[config.mk]
export PLATFORM = sky130hd
export DESIGN_NAME = psc_regs
export DESIGN_NICKNAME = d
export VERILOG_FILES = /design/src/psc_pkg.sv /design/src/psc_pin_mux.sv /design/src/psc_regs.sv
export SDC_FILE = /design/constraint.sdc
export NUM_CORES = 1
export LEC_CHECK = 0
export ABC_AREA = 0
export BUFFER_PORTS_ARGS = -buffer_cell sky130_fd_sc_hd__buf_2
export CORE_ASPECT_RATIO = 0.8
export CORE_UTILIZATION = 40
export CTS_CLUSTER_DIAMETER = 80
export DETAILED_ROUTE_END_ITERATION = 10
export HOLD_SLACK_MARGIN = 0.03
export PLACE_DENSITY_LB_ADDON = 0.1
export SETUP_SLACK_MARGIN = 0.4
export SYNTH_ARGS = -nofsm -noshare
export SYNTH_HDL_FRONTEND = slang
export SYNTH_SLANG_ARGS = --single-unit
[constraint.sdc]
create_clock -name core_clk_i -period 2.3 [get_ports core_clk_i]
set_input_delay 0.345 -clock core_clk_i [delete_from_list [all_inputs] [get_ports core_clk_i]]
set_output_delay 0.345 -clock core_clk_i [all_outputs]
set_load 0.05 [all_outputs]
[src/psc_pkg.sv]
package psc_pkg;

  // ****************************************
  // Register map
  // ****************************************
  localparam logic [31:0] PMU_ADDR  = 32'h5000_0010;
  localparam logic [31:0] SYS_ADDR  = 32'h5000_0012;
  localparam logic [31:0] STAT_ADDR = 32'h5000_0014;

  // Writable bits and reset values
  localparam logic [15:0] PMU_MASK = 16'h007F;
  localparam logic [15:0] PMU_RST  = 16'h0006;
  localparam logic [15:0] SYS_MASK = 16'h07FF;
  localparam logic [15:0] SYS_RST  = 16'h0020;

  // ****************************************
  // Field positions
  // ****************************************
  localparam int PMU_MAP      = 6;
  localparam int PMU_DIV_LO   = 4;
  localparam int PMU_RADIO    = 2;
  localparam int PMU_TIM      = 1;
  localparam int PMU_ROW      = 0;
  localparam int SYS_SWRST    = 15;
  localparam int SYS_TODIS    = 10;
  localparam int SYS_DBG_LO   = 7;
  localparam int SYS_NVMRST   = 6;
  localparam int SYS_COPY     = 4;
  localparam int SYS_EMUL     = 2;
  localparam int SYS_REMAP_LO = 0;
  localparam int STAT_DBG     = 0;
  localparam int STAT_BUSY    = 1;
  localparam int STAT_TMO     = 2;
  localparam int STAT_WAIT    = 3;

  // ****************************************
  // Timing
  // ****************************************
  localparam int CLK_PERIOD_PS  = 25000;
  localparam int PSM_TIMEOUT_NS = 2000000;
  localparam int PSM_TIMEOUT_CYC =
    (PSM_TIMEOUT_NS * 1000 + CLK_PERIOD_PS - 1) / CLK_PERIOD_PS;
  localparam int TMO_W = 24;

  // Mirror size: 32 kB of 32-bit words
  localparam int NVM_WORDS = 8192;
  localparam int NVM_AW    = 13;

  // ****************************************
  // Pins and encodings
  // ****************************************
  localparam int PIN_P1  = 0;
  localparam int PIN_P2  = 1;
  localparam int PIN_P5  = 2;
  localparam int PIN_P10 = 3;
  localparam int NPINS   = 4;

  localparam logic [1:0] DBG_OFF = 2'h0;
  localparam logic [1:0] DBG_P5  = 2'h1;
  localparam logic [1:0] DBG_P1  = 2'h2;
  localparam logic [1:0] DBG_P10 = 2'h3;

  typedef enum logic [1:0] {
    PSC_IDLE = 2'h0,
    PSC_WAIT = 2'h1,
    PSC_COPY = 2'h3,
    PSC_DONE = 2'h2
  } psc_state_t;

endpackage

[src/psc_pin_mux.sv]
`timescale 1ns/1ps
module psc_pin_mux
(
  input  wire logic       core_clk_i,
  input  wire logic       rst_n_i,
  input  wire logic       map_en_i,
  input  wire logic [1:0] dbg_sel_i,
  input  wire logic       reference_on_i,
  input  wire logic       woken_i,
  input  wire logic [3:0] gpio_out_i,
  input  wire logic [3:0] gpio_oe_n_i,
  input  wire logic [3:0] pad_in_i,
  input  wire logic       dbg_dio_out_i,
  input  wire logic       dbg_dio_oe_n_i,
  output logic      [3:0] pad_out_o,
  output logic      [3:0] pad_oe_n_o,
  output logic            dbg_clk_o,
  output logic            dbg_dio_in_o
);

  typedef struct packed {
    logic [3:0] pad_out;
    logic [3:0] pad_oe_n;
    logic       dbg_clk;
    logic       dbg_dio_in;
  } psc_mux_t;

  psc_mux_t r;
  psc_mux_t next_r;

  // Debug data pin index for a selector code
  function automatic logic [1:0] dio_pin(input logic [1:0] sel);
    unique case (sel)
      psc_pkg::DBG_P1:  dio_pin = 2'(psc_pkg::PIN_P1);
      psc_pkg::DBG_P10: dio_pin = 2'(psc_pkg::PIN_P10);
      default:          dio_pin = 2'(psc_pkg::PIN_P5);
    endcase
  endfunction

  // ****************************************
  // Pin ownership
  // ****************************************
  // Priority: diagnostics over debugger over GPIO
  always_comb
  begin
    next_r = r;
    for (int i = 0; i < psc_pkg::NPINS; i++)
    begin
      next_r.pad_out[i]  = gpio_out_i[i];
      next_r.pad_oe_n[i] = gpio_oe_n_i[i];
    end
    next_r.dbg_clk    = 1'b0;
    next_r.dbg_dio_in = 1'b1;
    if (dbg_sel_i != psc_pkg::DBG_OFF)
    begin
      // Clock pin is an input while the debugger owns it
      next_r.pad_oe_n[psc_pkg::PIN_P2] = 1'b1;
      next_r.pad_out[dio_pin(dbg_sel_i)]  = dbg_dio_out_i;
      next_r.pad_oe_n[dio_pin(dbg_sel_i)] = dbg_dio_oe_n_i;
      next_r.dbg_clk    = pad_in_i[psc_pkg::PIN_P2];
      next_r.dbg_dio_in = pad_in_i[dio_pin(dbg_sel_i)];
    end
    if (map_en_i)
    begin
      // P2 direction comes from software, P1 keeps its GPIO or debugger direction; only the level is taken over
      next_r.pad_out[psc_pkg::PIN_P2] = reference_on_i;
      next_r.pad_out[psc_pkg::PIN_P1] = woken_i;
      next_r.pad_oe_n[psc_pkg::PIN_P2] = gpio_oe_n_i[psc_pkg::PIN_P2];
    end
  end

  // State register, all pins released at reset
  always_ff @(posedge core_clk_i)
  begin
    if (!rst_n_i)
    begin
      r <= '{pad_out: 4'h0, pad_oe_n: 4'hF, dbg_clk: 1'b0, dbg_dio_in: 1'b1};
    end
    else
    begin
      r <= next_r;
    end
  end

  assign pad_out_o    = r.pad_out;
  assign pad_oe_n_o   = r.pad_oe_n;
  assign dbg_clk_o    = r.dbg_clk;
  assign dbg_dio_in_o = r.dbg_dio_in;

endmodule

[src/psc_regs.sv]
// Implementation choice: strobed register access.
`timescale 1ns/1ps
module psc_regs
#(
  parameter int TIMEOUT_CYCLES = psc_pkg::PSM_TIMEOUT_CYC,
  parameter int COPY_WORDS     = psc_pkg::NVM_WORDS
)
(
  // Clock and reset
  input  wire logic        core_clk_i,
  input  wire logic        rst_n_i,
  // Register bus
  input  wire logic [31:0] reg_addr_i,
  input  wire logic [15:0] reg_wdata_i,
  input  wire logic        reg_wr_i,
  input  wire logic        reg_rd_i,
  output logic      [15:0] reg_rdata_o,
  // Sequencer and status inputs
  input  wire logic        dbg_attached_i,
  input  wire logic        sys_wake_i,
  input  wire logic        blocks_ready_i,
  // Pin side inputs
  input  wire logic        reference_on_i,
  input  wire logic        woken_i,
  input  wire logic [3:0]  gpio_out_i,
  input  wire logic [3:0]  gpio_oe_n_i,
  input  wire logic [3:0]  pad_in_i,
  input  wire logic        dbg_dio_out_i,
  input  wire logic        dbg_dio_oe_n_i,
  // Mirror source data
  input  wire logic [31:0] nvm_rdata_i,
  // Pad drive and debug pins
  output logic      [3:0]  pad_out_o,
  output logic      [3:0]  pad_oe_n_o,
  output logic             dbg_clk_o,
  output logic             dbg_dio_in_o,
  // Power-domain, reset, bus clock and sequencer controls
  output logic             radio_powerdown_o,
  output logic             timer_powerdown_o,
  output logic             nvm_ctrl_reset_o,
  output logic      [1:0]  boot_remap_o,
  output logic             full_reset_o,
  output logic             wake_reset_o,
  output logic      [1:0]  bus_clk_div_o,
  output logic             psm_done_o,
  // Copy engine toward RAM
  output logic             nvm_rd_o,
  output logic      [12:0] nvm_addr_o,
  output logic             ram_we_o,
  output logic      [12:0] ram_addr_o,
  output logic      [31:0] ram_wdata_o
);

  // ****************************************
  // State
  // ****************************************
  typedef struct packed {
    logic [15:0]          pmu;
    logic [15:0]          sys;
    logic [1:0]           remap;
    logic [15:0]          rdata;
    psc_pkg::psc_state_t  state;
    logic [23:0]          tmo_cnt;
    logic                 tmo_hit;
    logic [2:0]           div_cnt;
    logic                 phase;
    logic [12:0]          idx;
    logic [1:0]           clk_div;
    logic                 full_reset;
    logic                 wake_reset;
    logic                 psm_done;
    logic                 nvm_rd;
    logic [12:0]          nvm_addr;
    logic                 ram_we;
    logic [12:0]          ram_addr;
    logic [31:0]          ram_wdata;
  } psc_regs_t;

  psc_regs_t r;
  psc_regs_t next_r;

  // Counter end points; both counters start at zero
  localparam logic [23:0] TMO_LAST  = 24'(TIMEOUT_CYCLES - 1);
  localparam logic [12:0] COPY_LAST = 13'(COPY_WORDS - 1);

  // ****************************************
  // Helpers
  // ****************************************
  // Address decode, shared by read and write paths
  function automatic logic [1:0] reg_sel(input logic [31:0] a);
    if (a == psc_pkg::PMU_ADDR)
      reg_sel = 2'h1;
    else if (a == psc_pkg::SYS_ADDR)
      reg_sel = 2'h2;
    else if (a == psc_pkg::STAT_ADDR)
      reg_sel = 2'h3;
    else
      reg_sel = 2'h0;
  endfunction

  // Mask of divider bits that must be zero for a step
  // Divide by 2^d: a step only when the low d counter bits are zero,
  // which keeps the copy engine in lockstep with the slowed bus clock
  function automatic logic [2:0] div_mask(input logic [1:0] d);
    div_mask = 3'(({1'b0, 3'h0} | (4'h1 << d)) - 4'h1);
  endfunction

  logic [1:0] wr_sel;
  logic [1:0] rd_sel;
  logic       tick;
  logic       sw_rst;
  logic [15:0] status;

  // Bus decode and divider tick
  always_comb
  begin
    wr_sel = reg_wr_i ? reg_sel(reg_addr_i) : 2'h0;
    rd_sel = reg_rd_i ? reg_sel(reg_addr_i) : 2'h0;
    // Copy steps slow down with the divided bus clock
    tick   = (r.div_cnt & div_mask(r.pmu[psc_pkg::PMU_DIV_LO +: 2])) == 3'h0;
    // Only a written one starts the reset
    sw_rst = (wr_sel == 2'h2) && reg_wdata_i[psc_pkg::SYS_SWRST];
  end

  // ****************************************
  // Status word
  // ****************************************
  // Status word, reserved bits read zero
  always_comb
  begin
    status = 16'h0000;
    status[psc_pkg::STAT_DBG]  = dbg_attached_i;
    status[psc_pkg::STAT_BUSY] = (r.state == psc_pkg::PSC_COPY);
    status[psc_pkg::STAT_TMO]  = r.tmo_hit;
    status[psc_pkg::STAT_WAIT] = (r.state == psc_pkg::PSC_WAIT);
  end

  // ****************************************
  // Next-state logic
  // ****************************************
  always_comb
  begin
    next_r            = r;
    next_r.full_reset = 1'b0;
    next_r.wake_reset = 1'b0;
    next_r.psm_done   = 1'b0;
    next_r.nvm_rd     = 1'b0;
    next_r.ram_we     = 1'b0;
    next_r.rdata      = 16'h0000;
    next_r.div_cnt    = r.div_cnt + 3'h1;

    // Read data valid only in the cycle after the strobe
    unique case (rd_sel)
      2'h1:    next_r.rdata = r.pmu & psc_pkg::PMU_MASK;
      2'h2:    next_r.rdata = r.sys & psc_pkg::SYS_MASK;
      2'h3:    next_r.rdata = status;
      default: next_r.rdata = 16'h0000;
    endcase

    // Register writes; bit 15 of system control is never stored
    if (wr_sel == 2'h1)
      next_r.pmu = reg_wdata_i & psc_pkg::PMU_MASK;
    if (wr_sel == 2'h2)
      next_r.sys = reg_wdata_i & psc_pkg::SYS_MASK;

    // ****************************************
    // Power sequencer
    // ****************************************
    // Power sequencer after wakeup
    unique case (r.state)
      // Idle until the system domain reports wakeup
      psc_pkg::PSC_IDLE:
      begin
        if (sys_wake_i)
        begin
          next_r.state   = psc_pkg::PSC_WAIT;
          next_r.tmo_cnt = '0;
          next_r.tmo_hit = 1'b0;
        end
      end
      // Wait for start-up, bounded by the timeout unless disabled
      psc_pkg::PSC_WAIT:
      begin
        next_r.tmo_cnt = r.tmo_cnt + 24'h1;
        if (blocks_ready_i || (!r.sys[psc_pkg::SYS_TODIS] && r.tmo_cnt == TMO_LAST))
        begin
          next_r.tmo_hit = !blocks_ready_i;
          if (r.pmu[psc_pkg::PMU_ROW])
          begin
            // Full reboot instead of resuming
            next_r.wake_reset = 1'b1;
            next_r.state      = psc_pkg::PSC_IDLE;
          end
          else if (r.sys[psc_pkg::SYS_COPY])
          begin
            next_r.state = psc_pkg::PSC_COPY;
            next_r.idx   = '0;
            // Divider restarts so emulated and real copies take equal time
            next_r.div_cnt = '0;
            next_r.phase = 1'b0;
          end
          else
          begin
            next_r.state = psc_pkg::PSC_DONE;
          end
        end
      end
      // Two steps per word: fetch, then store one tick later
      psc_pkg::PSC_COPY:
      begin
        if (tick)
        begin
          if (!r.phase)
          begin
            next_r.nvm_rd   = 1'b1;
            next_r.nvm_addr = r.idx;
            next_r.phase    = 1'b1;
          end
          else
          begin
            // Emulation keeps every step, only the write is dropped
            next_r.ram_we    = !r.sys[psc_pkg::SYS_EMUL];
            next_r.ram_addr  = r.idx;
            next_r.ram_wdata = nvm_rdata_i;
            next_r.phase     = 1'b0;
            if (r.idx == COPY_LAST)
              next_r.state = psc_pkg::PSC_DONE;
            else
              next_r.idx = r.idx + 13'h1;
          end
        end
      end
      // One-cycle end pulse, then back to idle
      psc_pkg::PSC_DONE:
      begin
        next_r.psm_done = 1'b1;
        next_r.state    = psc_pkg::PSC_IDLE;
      end
    endcase

    // ****************************************
    // Bus clock division
    // ****************************************
    // Bus clock division applies only while mirroring
    next_r.clk_div = (next_r.state == psc_pkg::PSC_COPY) ?
                     next_r.pmu[psc_pkg::PMU_DIV_LO +: 2] : 2'h0;

    // ****************************************
    // Software reset
    // ****************************************
    // Software reset: power control, sequencer and copy engine restart; system control keeps the written value
    if (sw_rst)
    begin
      next_r.full_reset = 1'b1;
      next_r.pmu        = psc_pkg::PMU_RST;
      next_r.state      = psc_pkg::PSC_IDLE;
      next_r.tmo_cnt    = '0;
      next_r.tmo_hit    = 1'b0;
      next_r.idx        = '0;
      next_r.phase      = 1'b0;
      next_r.clk_div    = 2'h0;
      next_r.nvm_rd     = 1'b0;
      next_r.ram_we     = 1'b0;
      // Remap is sampled only here, so a plain write cannot move code
      next_r.remap = reg_wdata_i[psc_pkg::SYS_REMAP_LO +: 2];
    end
  end

  // ****************************************
  // State register
  // ****************************************
  always_ff @(posedge core_clk_i)
  begin
    if (!rst_n_i)
    begin
      // Clear all, then load the non-zero reset levels
      r       <= '0;
      r.pmu   <= psc_pkg::PMU_RST;
      r.sys   <= psc_pkg::SYS_RST;
      r.state <= psc_pkg::PSC_IDLE;
    end
    else
    begin
      r <= next_r;
    end
  end

  // ****************************************
  // Pin multiplexing
  // ****************************************
  psc_pin_mux u_pin_mux
  (
    .core_clk_i     (core_clk_i),
    .rst_n_i        (rst_n_i),
    .map_en_i       (r.pmu[psc_pkg::PMU_MAP]),
    .dbg_sel_i      (r.sys[psc_pkg::SYS_DBG_LO +: 2]),
    .reference_on_i (reference_on_i),
    .woken_i        (woken_i),
    .gpio_out_i     (gpio_out_i),
    .gpio_oe_n_i    (gpio_oe_n_i),
    .pad_in_i       (pad_in_i),
    .dbg_dio_out_i  (dbg_dio_out_i),
    .dbg_dio_oe_n_i (dbg_dio_oe_n_i),
    .pad_out_o      (pad_out_o),
    .pad_oe_n_o     (pad_oe_n_o),
    .dbg_clk_o      (dbg_clk_o),
    .dbg_dio_in_o   (dbg_dio_in_o)
  );

  // ****************************************
  // Outputs, all from flops
  // ****************************************
  assign reg_rdata_o       = r.rdata;
  assign radio_powerdown_o = r.pmu[psc_pkg::PMU_RADIO];
  assign timer_powerdown_o = r.pmu[psc_pkg::PMU_TIM];
  assign nvm_ctrl_reset_o  = r.sys[psc_pkg::SYS_NVMRST];
  assign boot_remap_o      = r.remap;
  // One-cycle pulses, bus clock divider and copy-engine strobes
  assign full_reset_o      = r.full_reset;
  assign wake_reset_o      = r.wake_reset;
  assign bus_clk_div_o     = r.clk_div;
  assign psm_done_o        = r.psm_done;
  assign nvm_rd_o          = r.nvm_rd;
  assign nvm_addr_o        = r.nvm_addr;
  assign ram_we_o          = r.ram_we;
  assign ram_addr_o        = r.ram_addr;
  assign ram_wdata_o       = r.ram_wdata;

endmodule

-- Word level (Yosys, flattened, before mapping)
Cells that the tools add are included.
- input bits: 103
- register bits after elaboration: 155
- output and inout bits: 96
- word-level logic and storage cells: 124
- bitwise logic cells: 6
- $add $sub $neg: 4
- reduce and logical (&&, ||, !) cells: 24
- multiplexer cells: 40
- shift-type cells: 1
- eq/ne operators: 23
- magnitude comparators: 2
- operators with widths (kind ; count):
    == test 32 x 31 -> 1 bit (second input constant) ; 3
    one-hot mux 25 bit (2 select lines) ; 1
    two-way mux 17 bit ; 2
    one-hot mux 11 bit (3 select lines) ; 1
    two-way mux 14 bit ; 2
    one-hot mux 14 bit (2 select lines) ; 1
    two-way mux 27 bit ; 1
    two-way mux 13 bit ; 2
    adder 24 x 1 -> 24 bit (second input constant) ; 1
    == test 24 x 17 -> 1 bit (second input constant) ; 1
    two-way mux 2 bit ; 12
    two-way mux 18 bit ; 1
    == test 2 bit (second input constant) ; 8
    adder 13 x 1 -> 13 bit (second input constant) ; 1
    == test 13 bit (second input constant) ; 1
    != test 2 bit (second input constant) ; 6
    AND reduction 3 bit ; 4
    two-way mux 10 bit ; 1
    bitwise mux 4 bit ; 2
    two-way mux 1 bit ; 8
    one-hot mux 2 bit (4 select lines) ; 1
    AND reduction 7 bit ; 1
    == test 2 x 1 -> 1 bit (second input constant) ; 3
    two-way mux 6 bit ; 1
    other kinds (24) ; 35

-- Longest topological paths before layout
Gate-level depths: netlist (run 1).
- word-level depth: 10
- gate-level depth with buffers: 8
- depth with buffers taken out: 6

-- Modules after synthesis
From an unflattened synthesis (run 1), not the netlist that was laid out.
- cell total of the unflattened synthesis: 805
- area total of the unflattened synthesis: 6825.3 um^2
- by module, submodules not included (module ; instances ; area each (um^2) ; cells each ; sequential area each (um^2)):
    psc_regs ; 1 ; 6439.9 ; 765 ; 2802.7
    psc_pin_mux ; 1 ; 385.4 ; 40 ; 200.2

-- Worst setup path after synthesis (run 1)
No wires, ideal clock.
- kind: register to register
- start point: register r[83] (netlist bit)
- end point: register r[74] (netlist bit)
- library setup time: 70 ps
- period minus slack after synthesis: 1965 ps
- data required time: 2230 ps
- data arrival time: 1895 ps
- path slack: 335 ps
- path buffers: 1
- cell stages (with the launch flop): 8
- cells stage by stage: dfxtp_1 -> ha_1 -> nor3b_1 -> nand4_1 -> o21a_4 -> buf_6 -> or4_1 -> a21oi_1
- longest elaborated chain between the ends: 5
- ends and longest elaborated chain (what ; line ; source):
    from (decl) ; psc_regs.sv:79 ; psc_regs_t r;
    from (signal assigned) ; psc_regs.sv:284 ; r <= next_r;
    == test 24 x 17 -> 1 bit ; psc_regs.sv:185 ; if (blocks_ready_i || (!r.sys[psc_pkg::SYS_TODIS] && r.tmo_cnt == TMO_LAST))
    logical AND 1 bit ; psc_regs.sv:185 ;
    logical OR 1 bit ; psc_regs.sv:185 ;
    != test 2 x 1 -> 1 bit (no source line) ; -- ;
    AND reduction 7 bit (no source line) ; -- ;
No other way between the ends.
A chain may end at the register's enable or synchronous reset.

-- Worst setup path in the final report (run 1)
- start point: register r[97] (netlist bit)
- end point: register r[75] (netlist bit)
Same word-level chain as after synthesis.

==> run metrics, run 1 <==
WP data required 2.64 ns; post-synthesis sequential area ratio 44.12%; synth warn 0; I/O pin count 199; max-slew violations 0; initial DRC count 311; Syn Area/Cell roughly 8.7 sq um; CP Capture Type register; EDFF count, synth 0; die extent in x 147.8 um; largest net degree at the start of global routing between 40 and 50; Worst Hold Class in2reg; Via-to-Cell Ratio 5.104; share of Yosys cell area claimed by the top area cell type between 40% and 50%; Synth cell types between 60 and 70; clk_skew around 0.0086 ns; Final min period around 1.9 ns; Final HPWL DP 11830 um; PD cells 699.2 mW/mm^2; TritonCTS Sinks 150; NumNets Final 1020; commonest non-fill, non-tap cell in the layout buf_2; grt ovf 0; Rel. slew slack 59.57%; layout cells sized above 1 about a third; standard-cell rows 42; antenna diode count 0; Synth async-reset ratio 0%; PnR worst setup slack 0.3812 ns; Slew @ Worst Pin roughly 0.6 ns; gpl congestion 0.7948; CP startpoint kind register; Max Root-Sink Buffers 2; synthesis-to-finish area growth 23.36%; Reg clk slew, reported paths around 0.060 ns; clock buffer count from CTS 17; antenna violations before repair 0; ANT nets after route 0; MaxCap Viol Count 0; fmax roughly 0.52 GHz; wire per inst roughly 15 um; DRC Markers 0; outcome completed; peak supply drop 0.4452 mV; most frequent cells in the layout buf_2, dfxtp_1, nand2_1, a21oi_1, nor2_1; die area 0.01755 sq mm; area leader, netlist dfxtp_1; Cells after Synth roughly 800; Post-Syn Area ~0.0068 sq mm; Via Count around 5800; Max FO, Critical Path 7; leakage dissipation 3.327 nW; Buffers on Ports 189; fin crit share 83.43%; hold_buf cts 0; Die Y-Extent 118.7 um; Core ar. 0.01661 sq mm; vias in the first global route 5556; Hold Violations, Final 0; CP Class reg2reg; htree depth 4; 1st-pass router iterations 5; ranking of synthesized cells by area dfxtp_1, buf_4, nand2_1, a21oi_1, mux2i_1; Final Setup Violations 0; GRT Total Usage roughly 20%; post-route setup TNS 0 ns; first-pass GRT wire length roughly 28000 um; Initial Util 40.99%; RSZ-0062 raised after global routing yes; CTS tree done; WP data arrival between 2 and 2.5 ns; Clk Latency, worst-skew pair 0.41 ns; root buffer cell clkbuf_16; pre-CTS setup slack 0.1134 ns; flip-flop and latch count after synthesis 150; Most used DFF post-synth dfxtp_1; Total Routed Length around 17000 um
==> path summary, 6_finish.rpt <==
| check | from | to | slack, ns | depth (start not counted) |
|---|---|---|---|---|
| worst max-delay path | r[97] | r[75] | 0.38 | 6 |
| worst min-delay path | gpio_oe_n_i[1] | u_pin_mux.pad_oe_n_o[1] | 0.14 | 3 |
| worst max register to register | r[97] | r[75] | 0.38 | 6 |
| worst min register to register | ram_wdata_o[13] | ram_wdata_o[13] | 0.45 | 2 |
==> routing by layer <==
metal	track usage [%]	routed length (um)	vias up
li1	-	-	2909
met1	25.50	7938	2748
met2	32.08	8248	169
met3	5.676	897	23
met4	7.088	187	0
met5	0	0	-
==> synth_stat cells, drive strengths merged, types with 8 or more instances <==
cell type,number
buf,89
nor4,12
nor2,61
dfxtp,150
mux2i,39
nand2,134
a21oi,84
o21ai,14
or3,8
or4,14
clkbuf,29
nand4,12
nand3,26
nor3,10
inv,11
o31ai,8
==> through the flow <==
step                hold slack, ns  instances  utilization, %  total power [W]  instance area [sq um]
finish                      0.1388       1146           50.57         0.005871                   8397
global route                0.1420       1146           50.57         0.006105                   8397
CTS                         0.1110       1146           49.96         0.005940                   8297
detailed placement          0.4448       1106           45.31         0.003012                   7525
global placement            0.4389       1106           45.31         0.003007                   7525
floorplan                   0.4249        790               -         0.002856                   6824
==> kinds of logic after synthesis <==
group / after synthesis / synth area share (%)
AOI/OAI and AO/OA: 142 / 12.76
xor gates and xnor gates: 1 / 0.1287
adders and majority gates: 3 / 0.5515
buffers and inverters: 130 / 11.87
DFF: 150 / 44.12
muxes: 44 / 6.562
other: 1 / 0.05509
and+or+nand+nor: 315 / 23.95
==> what timing repair did <==
| item | 4_1_cts | 5_1_grt |
|---|---|---|
| setup endpoints to repair | 19 | 26 |
| pin swaps | 6 | 14 |
| gates resized for setup | 21 | 28 |
| cloned | 2 | 0 |
| setup buffers | 7 | 0 |
==> where the power goes <==
part / switching, W / total (W) / internal [W]
clock: 0.00107 / 0.00290 / 0.00183
combinational: 0.000213 / 0.000340 / 0.000127
sequential: 0.0000160 / 0.00263 / 0.00261
total: 0.00130 / 0.00587 / 0.00457
==> cell type report <==
cell class	count	area, sq um
Timing Repair Buffer	221	1219
Clock buffer	18	439.2
Multi-Input combinational cell	512	3213
Inverter	12	45.04
Fill cell	1630	8209
Tap cell	220	275.3
Sequential cell	150	3027
Clock inverter	13	178.9
==> flip-flops by register name (all words and copies together) (netlist names) <==
signal                  flops
boot_remap_o                2
bus_clk_div_o               2
full_reset_o                1
nvm_addr_o                 13
nvm_ctrl_reset_o            1
nvm_rd_o                    1
psm_done_o                  1
r                          59
radio_powerdown_o           1
ram_addr_o                 13
ram_wdata_o                32
ram_we_o                    1
reg_rdata_o                11
timer_powerdown_o           1
u_pin_mux.dbg_clk_o         1
u_pin_mux.dbg_dio_in_o      1
u_pin_mux.pad_oe_n_o        4
u_pin_mux.pad_out_o         4
wake_reset_o                1
==> critical path, stage by stage, from the launching register on <==
cell	delay, ns
dfxtp_1	0.34
nor4_2	0.29
nand4_1	0.14
buf_6	0.16
o21a_4	0.24
or4_1	0.54
a21oi_2	0.14
No activity file was read; power rests on OpenSTA's default activity.
==> run 2: changes to the inputs <==
- ABC_AREA: 0 -> 1
- clock period: 2.3 -> 1.95 ns (I/O delays scaled with it)
==> run 2 against run 1 <==
  * Largest power group unchanged
  * Non-clock buffer count rose by 31
  * Critical path type unchanged
  * Combinational power rose by 37%
  * The flow now finishes with violations (DRC)
  * Setup slack worse by 0.14 ns
==> run metrics, run 2 <==
outcome complete, but fails checks; failing checks DRC; WP data required between 2 and 2.5 ns; Clk Latency, worst-skew pair around 0.42 ns; RR Startpoint r[83]; net switching power around 0.0017 W; critical-path cell with the highest stage delay dfxtp_4; synth warn 0; DRC Markers 21; area leader, netlist dfxtp_1; vias in the first global route between 6000 and 7000; leakage dissipation approximately 4.0 nW; crit-path cells ha_4, nand2_4, nor2_4, inv_2, nor2_4, nand3_4, nand2_4, nand2_4, nor2_4, buf_6, buf_12, nand3_2, a21oi_2; EDFF count, synth 0; Cells after Synth about 1000; share of Yosys cell area claimed by the top area cell type 41.46%; count leader, synth nand2_1; standard-cell rows 43; WP data arrival just over 2 ns; Syn Area/Cell around 7.1 sq um; Buffers on Ports 189; grt ovf 0; root buffer cell clkbuf_16; hold_buf cts 0; die area ~0.019 sq mm; MaxCap Viol Count 0; CP startpoint kind register; die extent in x between 150 and 200 um; Most used DFF post-synth dfxtp_1; max-slew violations 0; Final HPWL DP 13940 um; CP Capture Type register; Internal 0.005046 W; clk_skew about 0.0092 ns; htree depth 4; CTS tree done; Die Y-Extent ~120 um; RSZ-0062 raised after global routing yes; Reg clk slew, reported paths about 0.06 ns; post-synthesis sequential area ratio 41.46%; Max Root-Sink Buffers 2; R2R cell count 13; Final Power 0.006750 W; first-pass GRT wire length 30660 um; CP Class reg2reg; gpl congestion about 0.89; PD cells around 740 mW/mm^2; Crit path max-delay family simple AND/OR/NAND/NOR gates; Initial Util 41.30%; initial DRC count 397; Core ar. 0.01754 sq mm; WHS Path Cells 3; most frequent cells in the layout nand2_1, buf_2, nor2_1, dfxtp_1; Worst Hold Class in2reg; Commonest cells post-synth nand2_1, nor2_1, dfxtp_1, nand3_1, a21oi_1; layout cells sized above 1 between 30 and 40%; Biggest register r; Via-to-Cell Ratio roughly 4.8; Reg2Reg Setup Slack between 0.2 and 0.25 ns; flip-flop and latch count after synthesis 150; Final min period around 1.7 ns; fmax between 0.5 and 0.6 GHz; wire per inst ~14 um; TritonCTS Sinks 150; NumNets Final roughly 1300; Buf/Inv on CP 3; flip-flop count of the largest register, all copies and words added 59; clock buffer count from CTS 17; Via Count around 6800; ANT nets after route 0; commonest non-fill, non-tap cell in the layout nand2_1; ranking of synthesized cells by area dfxtp_1, nand2_1, nor2_1, buf_4, nand3_1; antenna violations before repair 0; Hold Path End u_pin_mux.pad_oe_n_o[0]; 1st-pass router iterations 7; Sw Ratio about 25%; antenna diode count 0; Clk pwr share a little under half; Synth cell types between 40 and 50; combinational share of power under 10%; Max FO, Critical Path 7; RR Endpoint r[66]; Synth async-reset ratio 0%; peak supply drop between 0.5 and 0.6 mV; fin crit share between 80% and 90%; largest net degree at the start of global routing 46; Post-Syn Area slightly above 0.007 sq mm; Reg power frac between 40% and 50%; Hold Violations, Final 0; Total Routed Length between 15000 and 20000 um; Final Setup Violations 0; synthesis-to-finish area growth 26.15%; GRT Total Usage between 20% and 30%; I/O pin count approximately 200; HP Start gpio_oe_n_i[0]; post-route setup TNS 0 ns; CP max stage delay 0.36 ns
[run 2: power groups by stage]
stage          Clock, W  Combinational (W)  Sequential (W)
6_report        0.00318           0.000466         0.00310
5_1_grt         0.00339           0.000506         0.00310
4_1_cts         0.00325           0.000450         0.00310
3_5_place_dp          0           0.000419         0.00317
3_3_place_gp          0           0.000420         0.00317
2_1_floorplan         0           0.000213         0.00320
[run 2: how the worst max path moves through the flow]
| stage | startpoint | end | slack [ns] | depth (start not counted) |
|---|---|---|---|---|
| after floorplan | r[83] | r[67] | 0.40 | 12 |
| after global placement | r[83] | r[70] | 0.10 | 10 |
| after detailed placement | r[83] | r[69] | 0.1 | 10 |
| after CTS | r[84] | r[71] | 0.23 | 13 |
| after global routing | r[88] | r[71] | 0.14 | 12 |
| final | r[83] | r[66] | 0.24 | 13 |
[run 2: area by class of cell]
cell class	instances	area [sq um]
timing repair buffer	252	1538
tap	225	281.5
multi-input combinational	682	3425
inverter	80	300.3
sequential	150	3024
clock buffer	18	429.2
clock inverter	14	140.1
fill	1748	8402
[run 2: logic make-up after synthesis]
| group | Yosys count | share of synthesized area [%] |
|---|---|---|
| AOI/OAI and AO/OA | 151 | 11.23 |
| DFF | 150 | 41.46 |
| xor gates and xnor gates | 12 | 1.451 |
| adders and majority gates | 3 | 0.5183 |
| buffers and inverters | 196 | 15.29 |
| and+or+nand+nor | 511 | 30.01 |
| other | 1 | 0.05177 |
[run 2: repair_timing]
| action | 4_1_cts | 5_1_grt |
|---|---|---|
| setup buffers | 17 | 6 |
| pin swaps | 20 | 25 |
| cloned | 1 | 0 |
| hold endpoints to repair | 0 | 0 |
| endpoints found under the setup margin | 41 | 91 |
| resized for setup | 32 | 61 |
[run 2: metrics by stage]
stage / instances / utilization (%) / worst slack (ns) / hold WS [ns] / area [sq um]
3_5_place_dp: 1365 / 45.85 / 0.09805 / 0.4284 / 8041
4_1_cts: 1415 / 50.71 / 0.2250 / 0.05214 / 8894
5_1_grt: 1421 / 52.10 / 0.1377 / 0.07135 / 9138
6_report: 1421 / 52.10 / 0.2416 / 0.07162 / 9138
3_3_place_gp: 1365 / 45.85 / 0.1025 / 0.4264 / 8041
2_1_floorplan: 1028 / - / 0.3973 / 0.3955 / 7293
[run 2: layer usage]
metal	vias up	global-route usage (%)	routed length (um)
li1	3535	-	-
met1	3075	29.06	9742
met2	168	31.77	8555
met3	10	4.343	923
met4	0	5.556	133
met5	-	0	0
[run 2: tightest hold or removal path, cell delays in order]
cell and delay, ns:
buf_2 0.08, nand2_1 0.04, nand3_1 0.05
